**src/hdl/dcc_pkg.sv**
```systemverilog
`default_nettype none
package dcc_pkg;
   // ==========================================================
   // Register map (byte addresses of 32-bit words)
   localparam logic [3:0] CTRL_ADDR = 4'h0;
   localparam logic [3:0] REF_ADDR = 4'h4;
   localparam logic [3:0] IRQ_STAT_ADDR = 4'h8;
   localparam logic [3:0] IRQ_MASK_ADDR = 4'hc;
   // ==========================================================
   // Control register fields
   localparam int IDLE_SUP_BIT = 15;
   localparam int EVT_B_BIT = 13;
   localparam int EVT_A_BIT = 12;
   localparam int EN_B_BIT = 11;
   localparam int EN_A_BIT = 10;
   localparam int PAD_B_BIT = 9;
   localparam int PAD_A_BIT = 8;
   localparam int RES_B_BIT = 7;
   localparam int RES_A_BIT = 6;
   localparam int INV_B_BIT = 5;
   localparam int INV_A_BIT = 4;
   localparam int MINUS_B_BIT = 3;
   localparam int PLUS_B_BIT = 2;
   localparam int MINUS_A_BIT = 1;
   localparam int PLUS_A_BIT = 0;
   // Writable control bits; 14 and the read-only results excluded
   localparam logic [15:0] CTRL_WMASK = 16'hbf3f;
   localparam logic [15:0] CTRL_RESET = 16'h0000;
   // ==========================================================
   // Reference register fields
   localparam int REF_EN_BIT = 7;
   localparam int REF_OE_BIT = 6;
   localparam int REF_RANGE_BIT = 5;
   localparam int REF_SRC_BIT = 4;
   localparam logic [15:0] REF_WMASK = 16'h00ff;
   localparam logic [15:0] REF_RESET = 16'h0000;
   // Interrupt status layout: bit 0 comparator a, bit 1 comparator b
   localparam logic [1:0] IRQ_RESET = 2'h0;
   localparam logic [31:0] UNMAPPED_DATA = 32'h0000_0000;
endpackage
`default_nettype wire

```
**src/hdl/dcc_cmp_if.sv**
```systemverilog
`default_nettype none
interface dcc_cmp_if;
   logic enable;
   logic invert;
   logic raw;
   logic result;
   logic changed;
   modport ctl (output enable, output invert, output raw, input result, input changed);
   modport chan (input enable, input invert, input raw, output result, output changed);
endinterface
`default_nettype wire

```
**src/hdl/dcc_top.sv**
```systemverilog
// Implementation choices: the address map and the Avalon-MM register port.
`default_nettype none
module dcc_top
   import dcc_pkg::*;
(
   input wire logic clock,
   input wire logic arst_n,
   input wire logic [4:0] avs_address,
   input wire logic avs_read,
   input wire logic avs_write,
   input wire logic [31:0] avs_writedata,
   input wire logic [3:0] avs_byteenable,
   output logic [31:0] avs_readdata,
   output logic avs_waitrequest,
   input wire logic chip_idle,
   input wire logic cmp_a_raw,
   input wire logic cmp_b_raw,
   output logic cmp_a_on,
   output logic cmp_b_on,
   output logic cmp_a_plus_select,
   output logic cmp_a_minus_select,
   output logic cmp_b_plus_select,
   output logic cmp_b_minus_select,
   output logic cmp_a_pad,
   output logic cmp_a_pad_oe,
   output logic cmp_b_pad,
   output logic cmp_b_pad_oe,
   output logic ref_ladder_enable,
   output logic ref_pin_output_enable,
   output logic ref_range_select,
   output logic ref_source_select,
   output logic [3:0] ref_level_code,
   output logic irq
);
   // ==========================================================
   // Reset release
   logic rst_meta_reg;
   logic rst_n;

   always_ff @(posedge clock or negedge arst_n) begin
      if (!arst_n) begin
         rst_meta_reg <= 1'b0;
         rst_n <= 1'b0;
      end else begin
         rst_meta_reg <= 1'b1;
         rst_n <= rst_meta_reg;
      end
   end

   // ==========================================================
   // Comparator channels
   dcc_cmp_if cmp_a ();
   dcc_cmp_if cmp_b ();

   logic [15:0] ctrl_reg;
   logic [15:0] ref_reg;
   logic [1:0] evt_reg;
   logic [1:0] evt_next;
   logic [1:0] istat_reg;
   logic [1:0] istat_next;
   logic [1:0] imask_reg;

   assign cmp_a.enable = ctrl_reg[EN_A_BIT];
   assign cmp_a.invert = ctrl_reg[INV_A_BIT];
   assign cmp_a.raw = cmp_a_raw;
   assign cmp_b.enable = ctrl_reg[EN_B_BIT];
   assign cmp_b.invert = ctrl_reg[INV_B_BIT];
   assign cmp_b.raw = cmp_b_raw;

   dcc_channel chan_a (
      .clock(clock),
      .rst_n(rst_n),
      .cmp(cmp_a)
   );

   dcc_channel chan_b (
      .clock(clock),
      .rst_n(rst_n),
      .cmp(cmp_b)
   );

   // ==========================================================
   // Bus decode
   function automatic logic [15:0] merge16(input logic [15:0] old_v, input logic [31:0] wd,
                                           input logic [3:0] be, input logic [15:0] wmask);
      logic [15:0] lanes;
      lanes = {{8{be[1]}}, {8{be[0]}}} & wmask;
      merge16 = (old_v & ~lanes) | (wd[15:0] & lanes);
   endfunction

   logic [3:0] byte_addr;
   logic sel_ctrl;
   logic sel_ref;
   logic sel_stat;
   logic sel_mask;
   logic wr_ctrl;
   logic wr_ref;
   logic wr_stat;
   logic wr_mask;
   logic [1:0] changed;
   logic [1:0] evt_clear;
   logic [1:0] stat_clear;
   logic irq_gate;
   logic [15:0] ctrl_view;
   logic [31:0] rdata_next;
   logic ack_reg;

   assign byte_addr = {avs_address[3:2], 2'b00};
   assign sel_ctrl = (avs_address[4] == 1'b0) && (byte_addr == CTRL_ADDR);
   assign sel_ref = (avs_address[4] == 1'b0) && (byte_addr == REF_ADDR);
   assign sel_stat = (avs_address[4] == 1'b0) && (byte_addr == IRQ_STAT_ADDR);
   assign sel_mask = (avs_address[4] == 1'b0) && (byte_addr == IRQ_MASK_ADDR);
   // One wait cycle then ack; a write takes effect on the ack edge, read data is captured on the edge before it
   assign wr_ctrl = avs_write && ack_reg && sel_ctrl;
   assign wr_ref = avs_write && ack_reg && sel_ref;
   assign wr_stat = avs_write && ack_reg && sel_stat && avs_byteenable[0];
   assign wr_mask = avs_write && ack_reg && sel_mask && avs_byteenable[0];

   assign changed = {cmp_b.changed, cmp_a.changed};
   // Writing zero to an event flag clears it
   assign evt_clear = (wr_ctrl && avs_byteenable[1]) ?
                      ~{avs_writedata[EVT_B_BIT], avs_writedata[EVT_A_BIT]} : 2'b00;
   assign evt_next = (evt_reg & ~evt_clear) | changed;

   // Idle suppression blocks new interrupt status only
   assign irq_gate = ~(ctrl_reg[IDLE_SUP_BIT] & chip_idle);
   assign stat_clear = wr_stat ? avs_writedata[1:0] : 2'b00;
   assign istat_next = (istat_reg & ~stat_clear) | (changed & {2{irq_gate}});

   assign ctrl_view = {ctrl_reg[15], 1'b0, evt_reg, ctrl_reg[11:8],
                       cmp_b.result, cmp_a.result, ctrl_reg[5:0]};
   assign rdata_next = sel_ctrl ? {16'h0000, ctrl_view} :
                       sel_ref ? {16'h0000, 8'h00, ref_reg[7:0]} :
                       sel_stat ? {30'h0000_0000, istat_reg} :
                       sel_mask ? {30'h0000_0000, imask_reg} : UNMAPPED_DATA;

   // ==========================================================
   // Registers
   always_ff @(posedge clock or negedge rst_n) begin
      if (!rst_n) begin
         ack_reg <= 1'b0;
         avs_waitrequest <= 1'b1;
         avs_readdata <= UNMAPPED_DATA;
      end else begin
         ack_reg <= (avs_read || avs_write) && !ack_reg;
         // Registered so the bus sees a clean flop output
         avs_waitrequest <= ~((avs_read || avs_write) && !ack_reg);
         if (avs_read && !ack_reg) begin
            avs_readdata <= rdata_next;
         end
      end
   end

   always_ff @(posedge clock or negedge rst_n) begin
      if (!rst_n) begin
         ctrl_reg <= CTRL_RESET;
         ref_reg <= REF_RESET;
         evt_reg <= 2'b00;
         istat_reg <= IRQ_RESET;
         imask_reg <= IRQ_RESET;
      end else begin
         evt_reg <= evt_next;
         istat_reg <= istat_next;
         if (wr_ctrl) begin
            ctrl_reg <= merge16(ctrl_reg, avs_writedata, avs_byteenable, CTRL_WMASK);
         end
         if (wr_ref) begin
            ref_reg <= merge16(ref_reg, avs_writedata, avs_byteenable, REF_WMASK);
         end
         if (wr_mask) begin
            imask_reg <= avs_writedata[1:0];
         end
      end
   end

   // ==========================================================
   // Registered outputs toward the analog cells
   always_ff @(posedge clock or negedge rst_n) begin
      if (!rst_n) begin
         cmp_a_on <= 1'b0;
         cmp_b_on <= 1'b0;
         cmp_a_plus_select <= 1'b0;
         cmp_a_minus_select <= 1'b0;
         cmp_b_plus_select <= 1'b0;
         cmp_b_minus_select <= 1'b0;
         cmp_a_pad <= 1'b0;
         cmp_a_pad_oe <= 1'b0;
         cmp_b_pad <= 1'b0;
         cmp_b_pad_oe <= 1'b0;
         ref_ladder_enable <= 1'b0;
         ref_pin_output_enable <= 1'b0;
         ref_range_select <= 1'b0;
         ref_source_select <= 1'b0;
         ref_level_code <= 4'h0;
         irq <= 1'b0;
      end else begin
         cmp_a_on <= ctrl_reg[EN_A_BIT];
         cmp_b_on <= ctrl_reg[EN_B_BIT];
         cmp_a_plus_select <= ctrl_reg[PLUS_A_BIT];
         cmp_a_minus_select <= ctrl_reg[MINUS_A_BIT];
         cmp_b_plus_select <= ctrl_reg[PLUS_B_BIT];
         cmp_b_minus_select <= ctrl_reg[MINUS_B_BIT];
         cmp_a_pad <= cmp_a.result;
         cmp_a_pad_oe <= ctrl_reg[PAD_A_BIT];
         cmp_b_pad <= cmp_b.result;
         cmp_b_pad_oe <= ctrl_reg[PAD_B_BIT];
         ref_ladder_enable <= ref_reg[REF_EN_BIT];
         ref_pin_output_enable <= ref_reg[REF_OE_BIT];
         ref_range_select <= ref_reg[REF_RANGE_BIT];
         ref_source_select <= ref_reg[REF_SRC_BIT];
         // Ladder taps decode the code itself; the divide ratio is analog
         ref_level_code <= ref_reg[3:0];
         irq <= |(istat_next & imask_reg);
      end
   end
endmodule
`default_nettype wire

```
**src/hdl/dcc_channel.sv**
```systemverilog
`default_nettype none
module dcc_channel
   import dcc_pkg::*;
(
   input wire logic clock,
   input wire logic rst_n,
   dcc_cmp_if.chan cmp
);
   // ==========================================================
   // Result tracking
   logic result_reg;
   logic result_next;
   logic changed_reg;

   // Disabled comparator holds low, so enabling it flags a change when raw ^ invert is already high
   assign result_next = cmp.enable & (cmp.raw ^ cmp.invert);
   assign cmp.result = result_reg;
   assign cmp.changed = changed_reg;

   always_ff @(posedge clock or negedge rst_n) begin
      if (!rst_n) begin
         result_reg <= 1'b0;
         changed_reg <= 1'b0;
      end else begin
         result_reg <= result_next;
         changed_reg <= cmp.enable & (result_next != result_reg);
      end
   end
endmodule
`default_nettype wire

```
**config.mk**
```make
export PLATFORM = sky130hd
export DESIGN_NAME = dcc_top
export DESIGN_NICKNAME = d
export VERILOG_FILES = /design/src/hdl/dcc_pkg.sv /design/src/hdl/dcc_cmp_if.sv /design/src/hdl/dcc_top.sv /design/src/hdl/dcc_channel.sv
export SDC_FILE = /design/constraint.sdc
export NUM_CORES = 1
export LEC_CHECK = 0
export BUFFER_PORTS_ARGS = -buffer_cell sky130_fd_sc_hd__buf_2
export CAP_MARGIN = 10
export CORE_AREA = 8 8 110 112
export CTS_CLUSTER_DIAMETER = 60
export DETAILED_ROUTE_END_ITERATION = 12
export DIE_AREA = 0 0 118 120
export MAX_ROUTING_LAYER = met4
export SLEW_MARGIN = 30
export SYNTH_ARGS = -nofsm -noshare
export SYNTH_HDL_FRONTEND = slang
export SYNTH_SLANG_ARGS = --single-unit
```
**constraint.sdc**
```tcl
create_clock -name clock -period 6.3 [get_ports clock]
set_input_delay 0.315 -clock clock [delete_from_list [all_inputs] [get_ports clock]]
set_output_delay 0.315 -clock clock [all_outputs]
set_load 0.02 [all_outputs]
```
Word-level counts from Yosys, hierarchy flattened
Index checks and enable logic that the tools add are counted.
{"block": "totals", "register_bits": 97, "input_bits": 48, "output_inout_bits": 52, "word_cells": 86}
{"block": "op_classes", "n_eq_ne": 5, "mux": 6, "bitwise_logic": 27, "n_reduce_logical": 18}
{"operator": "$and 16x16->16", "count": 3}
{"operator": "$or 16x16->16", "count": 2}
{"operator": "$and 16x8->16", "count": 1}
{"operator": "$mux 16", "count": 1}
{"operator": "$not 16->16", "count": 1}
{"operator": "$not 8->16", "count": 1}
{"operator": "$logic_and 1x1->1", "count": 14}
{"operator": "$and 2x2->2", "count": 4}
{"operator": "$mux 2", "count": 4}
{"operator": "$mux 8", "count": 1}
{"operator": "$not 2->2", "count": 3}
{"operator": "$and 1x1->1", "count": 5}
{"operator": "$eq 2x2->1 const B", "count": 2}
{"operator": "$logic_not 4->1", "count": 1}
{"operator": "$or 2x2->2", "count": 2}
{"operator": "$not 1->1", "count": 3}
{"operator": "$eq 2x1->1 const B", "count": 1}
{"operator": "$ne 1x1->1", "count": 2}
{"operator": "$reduce_or 2->1", "count": 1}
{"operator": "$xor 1x1->1", "count": 2}
{"operator": "$logic_not 1->1", "count": 1}
{"operator": "$logic_or 1x1->1", "count": 1}

Logic depth before layout (Yosys ltp)
Gate-level depths: netlist of run 1.
{"block": "depth", "ltp_word": 10, "mapped_depth": 5, "ltp_nobuf": 3}

Modules after synthesis
A second synthesis of run 1 with hierarchy kept.
{"block": "unflattened", "hier_cells": 201, "hier_area_um2": 2636.3}
{"mod": "dcc_top", "instances": 1, "cells_each": 187, "area_per_inst_um2": 2463.6, "seq_area_each_um2": 1577.8}
{"mod": "dcc_channel", "instances": 2, "cells_each": 7, "area_per_inst_um2": 86.3, "seq_area_each_um2": 50.0}

Worst setup path before layout of run 1
Ideal clock, no wire load.
{"block": "synth_path", "path_type": "input -> register", "startpoint": "in avs_address[3]", "endpoint": "reg (tool-made name)", "setup_time_ns": 0.125, "t_arrival_ns": 1.228, "required_time_ns": 6.175, "slack_ns": 4.948, "path_stages": 3, "n_path_buf": 0, "path_cell_list": "or3_4 > nor2_4 > mux2_2"}
{"element": "start, declared", "line_no": "dcc_top.sv:8", "rtl": "input wire logic [4:0] avs_address,"}

==> flow_metrics.tcl, run 1 <==
set metrics [dict create \
    timing.final.crit_share_pct 25.24 \
    max_slew.worst_pin.slew_ns 0.8239 \
    drt_iter0_markers 76 \
    netlist_instances 196 \
    clkPwrFrac_pct 29.3 \
    p_leak_nw 1.560 \
    hp-class "in2reg" \
    hold_viol_final 0 \
    synth_adder_area_share_pct 0 \
    drt_drc_violations_left 0 \
    finalNonFillerCells 409 \
    power_frac_comb_pct 18.7 \
    io_buffers 61 \
    outcome "complete, no violations" \
    seq_power_share_pct 52.0 \
    cp.required_ns 6.52 \
    setup_viol_count_final 0 \
    cts_buffer_depth 2 \
    placed_cells 392 \
    final_cell_mix "dfrtp_1, buf_2, mux2_2" \
    max_freq_mhz 628.8 \
    ant_nets 0 \
    antenna_found_initial 0 \
    synth_seq_area_share_pct 64.07 \
    dieArea_mm2 0.01416 \
    postCtsHoldBufs 1 \
    peakVddDrop_mv 0.1006 \
    cts_num_sinks 67 \
    cts_buffers 9 \
    drv_slew 0 \
    syn_area_mm2 0.002619 \
    routed_wl_um 6128 \
    final_common_cell "dfrtp_1" \
    critPathLaunchType "input port" \
    crit_arrival_ns 1.81 \
    cts_tree "done" \
    clk_pin_slew_worst_paths_ns 0.08 \
    p_int_uw 730.6 \
    synth-seq-cells 67 \
    p_per_area_mw_per_mm2 332.6 \
    start_util_pct 24.92 \
    routedWlPerCell_um 14.98 \
    row_count 38 \
    synth.mux.area_fraction_pct 10.89 \
    avgSynthCellArea_um2 13.36 \
    grt_setup_unrepaired "no" \
    setup_tns_ns 0 \
    first_global_vias 1847 \
    min_period_ns 1.590 \
    final_nets 312 \
    cp_max_fo 8 \
    ys_warn_count 0 \
    cts_htree_levels 3 \
    p_switching_uw 335.6 \
    num_io_pins 100 \
    grt_pass1_wl_um 10130 \
    synth_compound_area_share_pct 7.215 \
    num_vias 1641 \
    area_delta_synth_final_pct 22.41 \
    drtPass1Iterations 3 \
    clock_skew_ns 0.008219 \
    endpoint_kind "flip-flop" \
    grt_usage_pct 9.574 \
    insertion_delay_ns 0.34 \
    grt_overflow 0 \
    synth_top_area_cell "dfrtp_1" \
    synth_xor_area_share_pct 1.338 \
    relSlewSlack_pct 45.07 \
    synth_top_area_share_pct 63.07 \
    synth_area_leaders "dfrtp_1, mux2_2, buf_4, nand2_1, o21ai_0" \
    final_core_util_pct 30.51 \
    gp_congestion 0.7069 \
    netSwitchingFraction_pct 31.47 \
    synthFlopType "dfrtp_1" \
    synth_top_family_by_area "multiplexers" \
    cts_resized 0 \
    drt-vias-per-instance 4.012 \
    cts-root-buf "clkbuf_8" \
    die_h_um 120 \
    grt_max_degree 66 \
    chipWidth_um 118 \
    antennaDiodeCount 0 \
    crit_type "in2reg" \
    cts_setup_buffers 0 \
    yosys.area_share.simple_pct 9.842 \
    drive_above_1_share_pct 41.26 \
    synth_enable_flop_cells 0 \
    dpl.hpwl_um 4429 \
    drv_cap 0 \
    ys_types 33 \
    synth_async_sr_flop_share_pct 100.0 \
    core_mm2 0.01051 \
]
## per-stage QoR
stage	instance area, um^2	power (mW)	hold slack [ns]	worst slack [ns]
final	3206	1.066	0.2047	4.710
after global routing	3206	1.133	0.1854	4.625
after CTS	3206	1.086	0.1869	4.671
after detailed placement	3027	0.7679	0.1059	4.298
after global placement	3018	0.7614	0.1012	4.322
after floorplan	2679	0.6934	0.01941	4.298
## Yosys cell counts (3+ instances only)
cell	instances
dfrtp_1	66
mux2_2	21
nand2_1	20
buf_4	19
o21ai_0	15
a22oi_1	6
and2_1	4
xor2_1	4
inv_1	3
nand2b_1	3
## cells by family (layout without fill, tap and decap cells)
family	count (synthesis)	after routing
buffers and inverters	25	82
XOR/XNOR	4	4
flip-flops	67	67
AND/OR/NAND/NOR	45	45
other	2	18
AO/OA/AOI/OAI	30	30
multiplexers	23	23
## worst max-delay path, stage by stage
cell     delay, ns
buf_2         0.18
nor3b_4       0.42
and2b_1       0.50
mux2_2        0.39
## metal layers
layer / share of wire [%] / routed length, um / GRT usage (%) / vias to the layer above
met3: 6.6 / 403 / 3.523 / 11
li1: - / - / - / 774
met2: 49 / 2986 / 14.83 / 50
met1: 42 / 2597 / 10.65 / 806
met4: 2.3 / 140 / 5.124 / 0
met5: 0 / 0 / - / -
## final cells by class
cell class | count | area (um^2)
repair buffers | 63 | 322.8
multi-input cells | 120 | 848.3
clock inverters | 7 | 45.04
inverters | 3 | 11.26
clock buffers | 9 | 123.9
flip-flops and latches | 67 | 1679
well taps | 140 | 175.2
fillers | 1103 | 7302
## final timing paths
check                           slack, ns  depth (start not counted)               from                end
worst max register to register       4.72                          3            ack_reg          flip-flop
min in group asynchronous            0.28                          2             arst_n              rst_n
worst min register to register       0.36                          0       rst_meta_reg              rst_n
worst min-delay path                 0.20                          2  avs_writedata[15]          flip-flop
worst max-delay path                 4.71                          4     avs_address[2]          flip-flop
max in group asynchronous            5.31                          1              rst_n  ref_level_code[3]
## power groups by stage
stage	Sequential (mW)	Combinational, mW	Clock [mW]
finish	0.554	0.200	0.312
CTS	0.557	0.205	0.325
global route	0.567	0.219	0.347
detailed placement	0.565	0.203	0
floorplan	0.604	0.0891	0
global placement	0.561	0.200	0
(Power assumes the default switching activity.)
==> run 2: changes to the inputs <==
==> constraint.sdc (replaced) <==
create_clock -name clock -period 1.5 [get_ports clock]
set_input_delay 0.075 -clock clock [delete_from_list [all_inputs] [get_ports clock]]
set_output_delay 0.075 -clock clock [all_outputs]
set_load 0.02 [all_outputs]
==> flow_metrics.tcl, run 2 (synthesized netlist as in run 1, its figures left out) <==
set metrics [dict create \
    outcome "complete, no violations" \
    setup_tns_ns 0 \
    die_h_um 120 \
    placed_cells 401 \
    clkPwrFrac_pct 34.3 \
    area_delta_synth_final_pct 33.59 \
    hold_viol_final 0 \
    p_per_area_mw_per_mm2 1403 \
    ant_nets 0 \
    insertion_delay_ns 0.36 \
    drv_slew 0 \
    cts_buffer_depth 2 \
    seq_power_share_pct 47.6 \
    first_global_vias 1861 \
    p_int_mw 3.467 \
    setup_viol_count_final 0 \
    drtPass1Iterations 4 \
    grt_use_met2_pct 14.22 \
    drive_above_1_share_pct 40.75 \
    placed_area_mm2 0.003123 \
    max_slew.worst_pin.slew_ns 0.5285 \
    dieArea_mm2 0.01416 \
    num_io_pins 100 \
    grt_overflow 0 \
    max_freq_mhz 716.9 \
    drv_cap 0 \
    gp_congestion 0.7837 \
    cts_htree_levels 3 \
    power_mw 4.907 \
    crit_type "reg2reg" \
    p_switching_mw 1.440 \
    hp-class "in2reg" \
    grt_use_met3_pct 4.274 \
    start_util_pct 24.92 \
    relSlewSlack_pct 64.77 \
    routedWlPerCell_um 14.39 \
    cp_slowest_cell "dfrtp_1" \
    antenna_found_initial 0 \
    whs_ns 0.02283 \
    power_frac_comb_pct 18.1 \
    finalNonFillerCells 432 \
    p_leak_nw 1.690 \
    cp-startpoint "ack_reg" \
    layout_setup_ws_ns 0.1051 \
    cts_num_sinks 67 \
    row_count 38 \
    peakVddDrop_mv 0.3609 \
    netSwitchingFraction_pct 29.35 \
    endpoint_kind "flip-flop" \
    cp_max_fo 8 \
    crit_arrival_ns 1.62 \
    final_cell_mix "dfrtp_1, buf_2, mux2_2" \
    antennaDiodeCount 0 \
    core_mm2 0.01051 \
    grt_setup_unrepaired "no" \
    final_common_cell "dfrtp_1" \
    use_met1_pct 10.06 \
    top_usage_layer "met2" \
    path_delay_family "simple AND/OR/NAND/NOR gates" \
    critPathLaunchType "flip-flop" \
    drt_iter0_markers 57 \
    dpl.hpwl_um 4643 \
    hold_depth 2 \
    io_buffers 61 \
    path_cells "nand3_1 > and2b_1 > buf_12 > mux2_2" \
    num_vias 1721 \
    slowest_delay_ns 0.39 \
    drt_drc_violations_left 0 \
    clock_skew_ns 0.01449 \
    min-delay-start "avs_writedata[1]" \
    drt-vias-per-instance 3.984 \
    grt_max_degree 30 \
    final_core_util_pct 33.29 \
    chipWidth_um 118 \
    r2r_cells 4 \
    clk_pin_slew_worst_paths_ns 0.08 \
    path_depth 4 \
    postLayoutCellArea_mm2 0.003498 \
    cp.required_ns 1.73 \
    worst-path-buf-inv 1 \
    grt_usage_pct 9.382 \
    cts_tree "done" \
    min_period_ns 1.395 \
    reg2reg_from "ack_reg" \
    cts-root-buf "clkbuf_8" \
    final_nets 335 \
    cts_buffers 9 \
    r2r_slack_ns 0.11 \
    grt_pass1_wl_um 9804 \
    timing.final.crit_share_pct 92.99 \
    routed_wl_um 6216 \
    dp_slack_ns 0.1099 \
]
==> run 2: cell types whose count changed in the layout (fill, tap and decap cells not counted), sizes merged <==
cell / before / now
clkinv: 6 / 2
bufinv: 0 / 2
buf: 62 / 71
dlygate4sd3: 1 / 15
inv: 3 / 4
clkinvlp: 1 / 2
==> run 2: final cells by class <==
cell class	count	area (um^2)
repair buffers	86	568.0
multi-input cells	120	839.6
inverters	3	11.26
clock inverters	7	101.3
fillers	1057	7009
well taps	140	175.2
flip-flops and latches	67	1679
clock buffers	9	123.9
==> run 2: path summary, 6_finish.rpt <==
path	to
worst max-delay path	flip-flop
worst min-delay path	flip-flop
worst max register to register	flip-flop
worst min register to register	istat_reg[1]
max in group asynchronous	avs_readdata[4]
min in group asynchronous	rst_n
==> run 2: power groups by stage <==
stage / registers (mW) / logic (mW) / clock network (mW)
6_report: 2.34 / 0.887 / 1.68
3_5_place_dp: 2.38 / 0.867 / 0
5_1_grt: 2.39 / 0.962 / 1.80
3_3_place_gp: 2.37 / 0.852 / 0
4_1_cts: 2.34 / 0.903 / 1.73
2_1_floorplan: 2.54 / 0.374 / 0
==> run 2: routing by layer <==
layer / routed length (um) / part of all wire (%) / up-vias
li1: - / - / 822
met1: 2663 / 43 / 837
met2: 2964 / 48 / 50
met3: 438 / 7.0 / 12
met4: 148 / 2.4 / 0
met5: 0 / 0 / -
==> run 2: timing repair <==
item                      4_1_cts  5_1_grt
hold buffers                   15        0
hold endpoints to repair       21        0
gates resized for setup         0        0
setup buffers                   0        0
==> run 3: changes to the inputs <==
--- a/config.mk
+++ b/config.mk
@@ -8,6 +8,7 @@
 export BUFFER_PORTS_ARGS = -buffer_cell sky130_fd_sc_hd__buf_2
 export CAP_MARGIN = 10
 export CORE_AREA = 8 8 110 112
+export CTS_BUF_LIST = sky130_fd_sc_hd__clkbuf_16
 export CTS_CLUSTER_DIAMETER = 60
 export DETAILED_ROUTE_END_ITERATION = 12
 export DIE_AREA = 0 0 118 120
==> flow_metrics.tcl, run 3 (synthesized netlist as in run 1, its figures left out) <==
set metrics [dict create \
    outcome "complete, no violations" \
    cp-startpoint "ack_reg" \
    postLayoutCellArea_mm2 0.003590 \
    p_switching_mw 1.503 \
    p_leak_nw 1.732 \
    endpoint_kind "flip-flop" \
    crit_type "reg2reg" \
    p_per_area_mw_per_mm2 1530 \
    finalNonFillerCells 431 \
    drt_drc_violations_left 0 \
    drt-vias-per-instance 3.988 \
    final_cell_mix "dfrtp_1, buf_2, mux2_2" \
    cts_setup_buffers 0 \
    antennaDiodeCount 0 \
    dpl.hpwl_um 4643 \
    setup_viol_count_final 0 \
    drive_above_1_share_pct 40.89 \
    whs_ns 0.03244 \
    power_mw 5.491 \
    antenna_found_initial 0 \
    first_global_vias 1862 \
    ant_nets 0 \
    clk_pin_slew_worst_paths_ns 0.06 \
    cts_num_sinks 67 \
    row_count 38 \
    top_usage_layer "met2" \
    grt_pass1_wl_um 9832 \
    start_util_pct 24.92 \
    use_met1_pct 10.00 \
    cp_max_fo 8 \
    drt_iter0_markers 74 \
    drtPass1Iterations 4 \
    area_delta_synth_final_pct 37.08 \
    cts_tree "done" \
    final_nets 334 \
    cts_buffers 9 \
    cts_buffer_depth 2 \
    max_freq_mhz 720.6 \
    clock_skew_ns 0.008430 \
    crit_arrival_ns 1.60 \
    grt_use_met3_pct 3.429 \
    cts_htree_levels 3 \
    dieArea_mm2 0.01416 \
    routedWlPerCell_um 14.49 \
    io_buffers 61 \
    num_vias 1719 \
    final_common_cell "dfrtp_1" \
    grt_max_degree 30 \
    num_io_pins 100 \
    netSwitchingFraction_pct 27.37 \
    insertion_delay_ns 0.33 \
    routed_wl_um 6246 \
    grt_usage_pct 9.443 \
    gp_congestion 0.7837 \
    power_frac_comb_pct 16.1 \
    critPathLaunchType "flip-flop" \
    grt_use_met2_pct 14.51 \
    timing.final.crit_share_pct 92.51 \
    hold_viol_final 0 \
    drv_slew 0 \
    r2r_slack_ns 0.11 \
    die_h_um 120 \
    grt_overflow 0 \
    min-delay-start "avs_writedata[0]" \
    core_mm2 0.01051 \
    grt_setup_unrepaired "no" \
    cts-root-buf "clkbuf_16" \
    max_slew.worst_pin.slew_ns 0.5383 \
    hp-class "in2reg" \
    placed_cells 401 \
    reg2reg_from "ack_reg" \
    chipWidth_um 118 \
    drv_cap 0 \
    placed_area_mm2 0.003123 \
    cp.required_ns 1.71 \
    clkPwrFrac_pct 41.2 \
    p_int_mw 3.988 \
    min_period_ns 1.388 \
    setup_tns_ns 0 \
    relSlewSlack_pct 64.12 \
    peakVddDrop_mv 0.4025 \
    seq_power_share_pct 42.7 \
]
## run 3: final cells by class
type / instances / area (um^2)
Inverter: 3 / 11.26
Sequential cell: 67 / 1679
Clock inverter: 7 / 101.3
Tap cell: 140 / 175.2
Multi-Input combinational cell: 120 / 839.6
Fill cell: 1037 / 6918
Timing Repair Buffer: 85 / 558.0
Clock buffer: 9 / 225.2
## run 3: worst paths after layout
| path | to | depth (start not counted) |
|---|---|---|
| worst min-delay path | flip-flop | 2 |
| max in group asynchronous | ref_source_select | 1 |
| worst min register to register | ack_reg | 0 |
| worst max-delay path | flip-flop | 4 |
| worst max register to register | flip-flop | 4 |
| min in group asynchronous | rst_n | 2 |
## run 3: metrics by stage
step           setup slack, ns  utilization, %
6_report                0.1123           34.16
5_1_grt                0.01597           34.16
4_1_cts                0.09748           34.16
3_5_place_dp            0.1099           29.72
3_3_place_gp            0.1308           29.72
2_1_floorplan           0.2118               -
## run 3: critical path, stage by stage, from the launching register on
cell and delay, ns:
dfrtp_1 0.38, nand3_1 0.15, and2b_1 0.26, buf_12 0.14, mux2_2 0.33
## run 3: what timing repair did
action                    in CTS  in global routing
hold endpoints to repair      19                  0
hold buffers                  14                  0
resized for setup              0                  0
## run 3: power groups by stage
stage	sequential, mW	clock, mW	combinational [mW]
5_1_grt	2.39	2.39	0.960
6_report	2.34	2.26	0.885
2_1_floorplan	2.54	0	0.374
4_1_cts	2.35	2.33	0.901
3_3_place_gp	2.37	0	0.852
3_5_place_dp	2.38	0	0.867
## run 3: per-layer routing
metal / vias to the layer above / share of wire [%]
met1: 842 / 43
met5: - / 0
li1: 819 / -
met4: 0 / 2.4
met2: 48 / 49
met3: 10 / 6.4
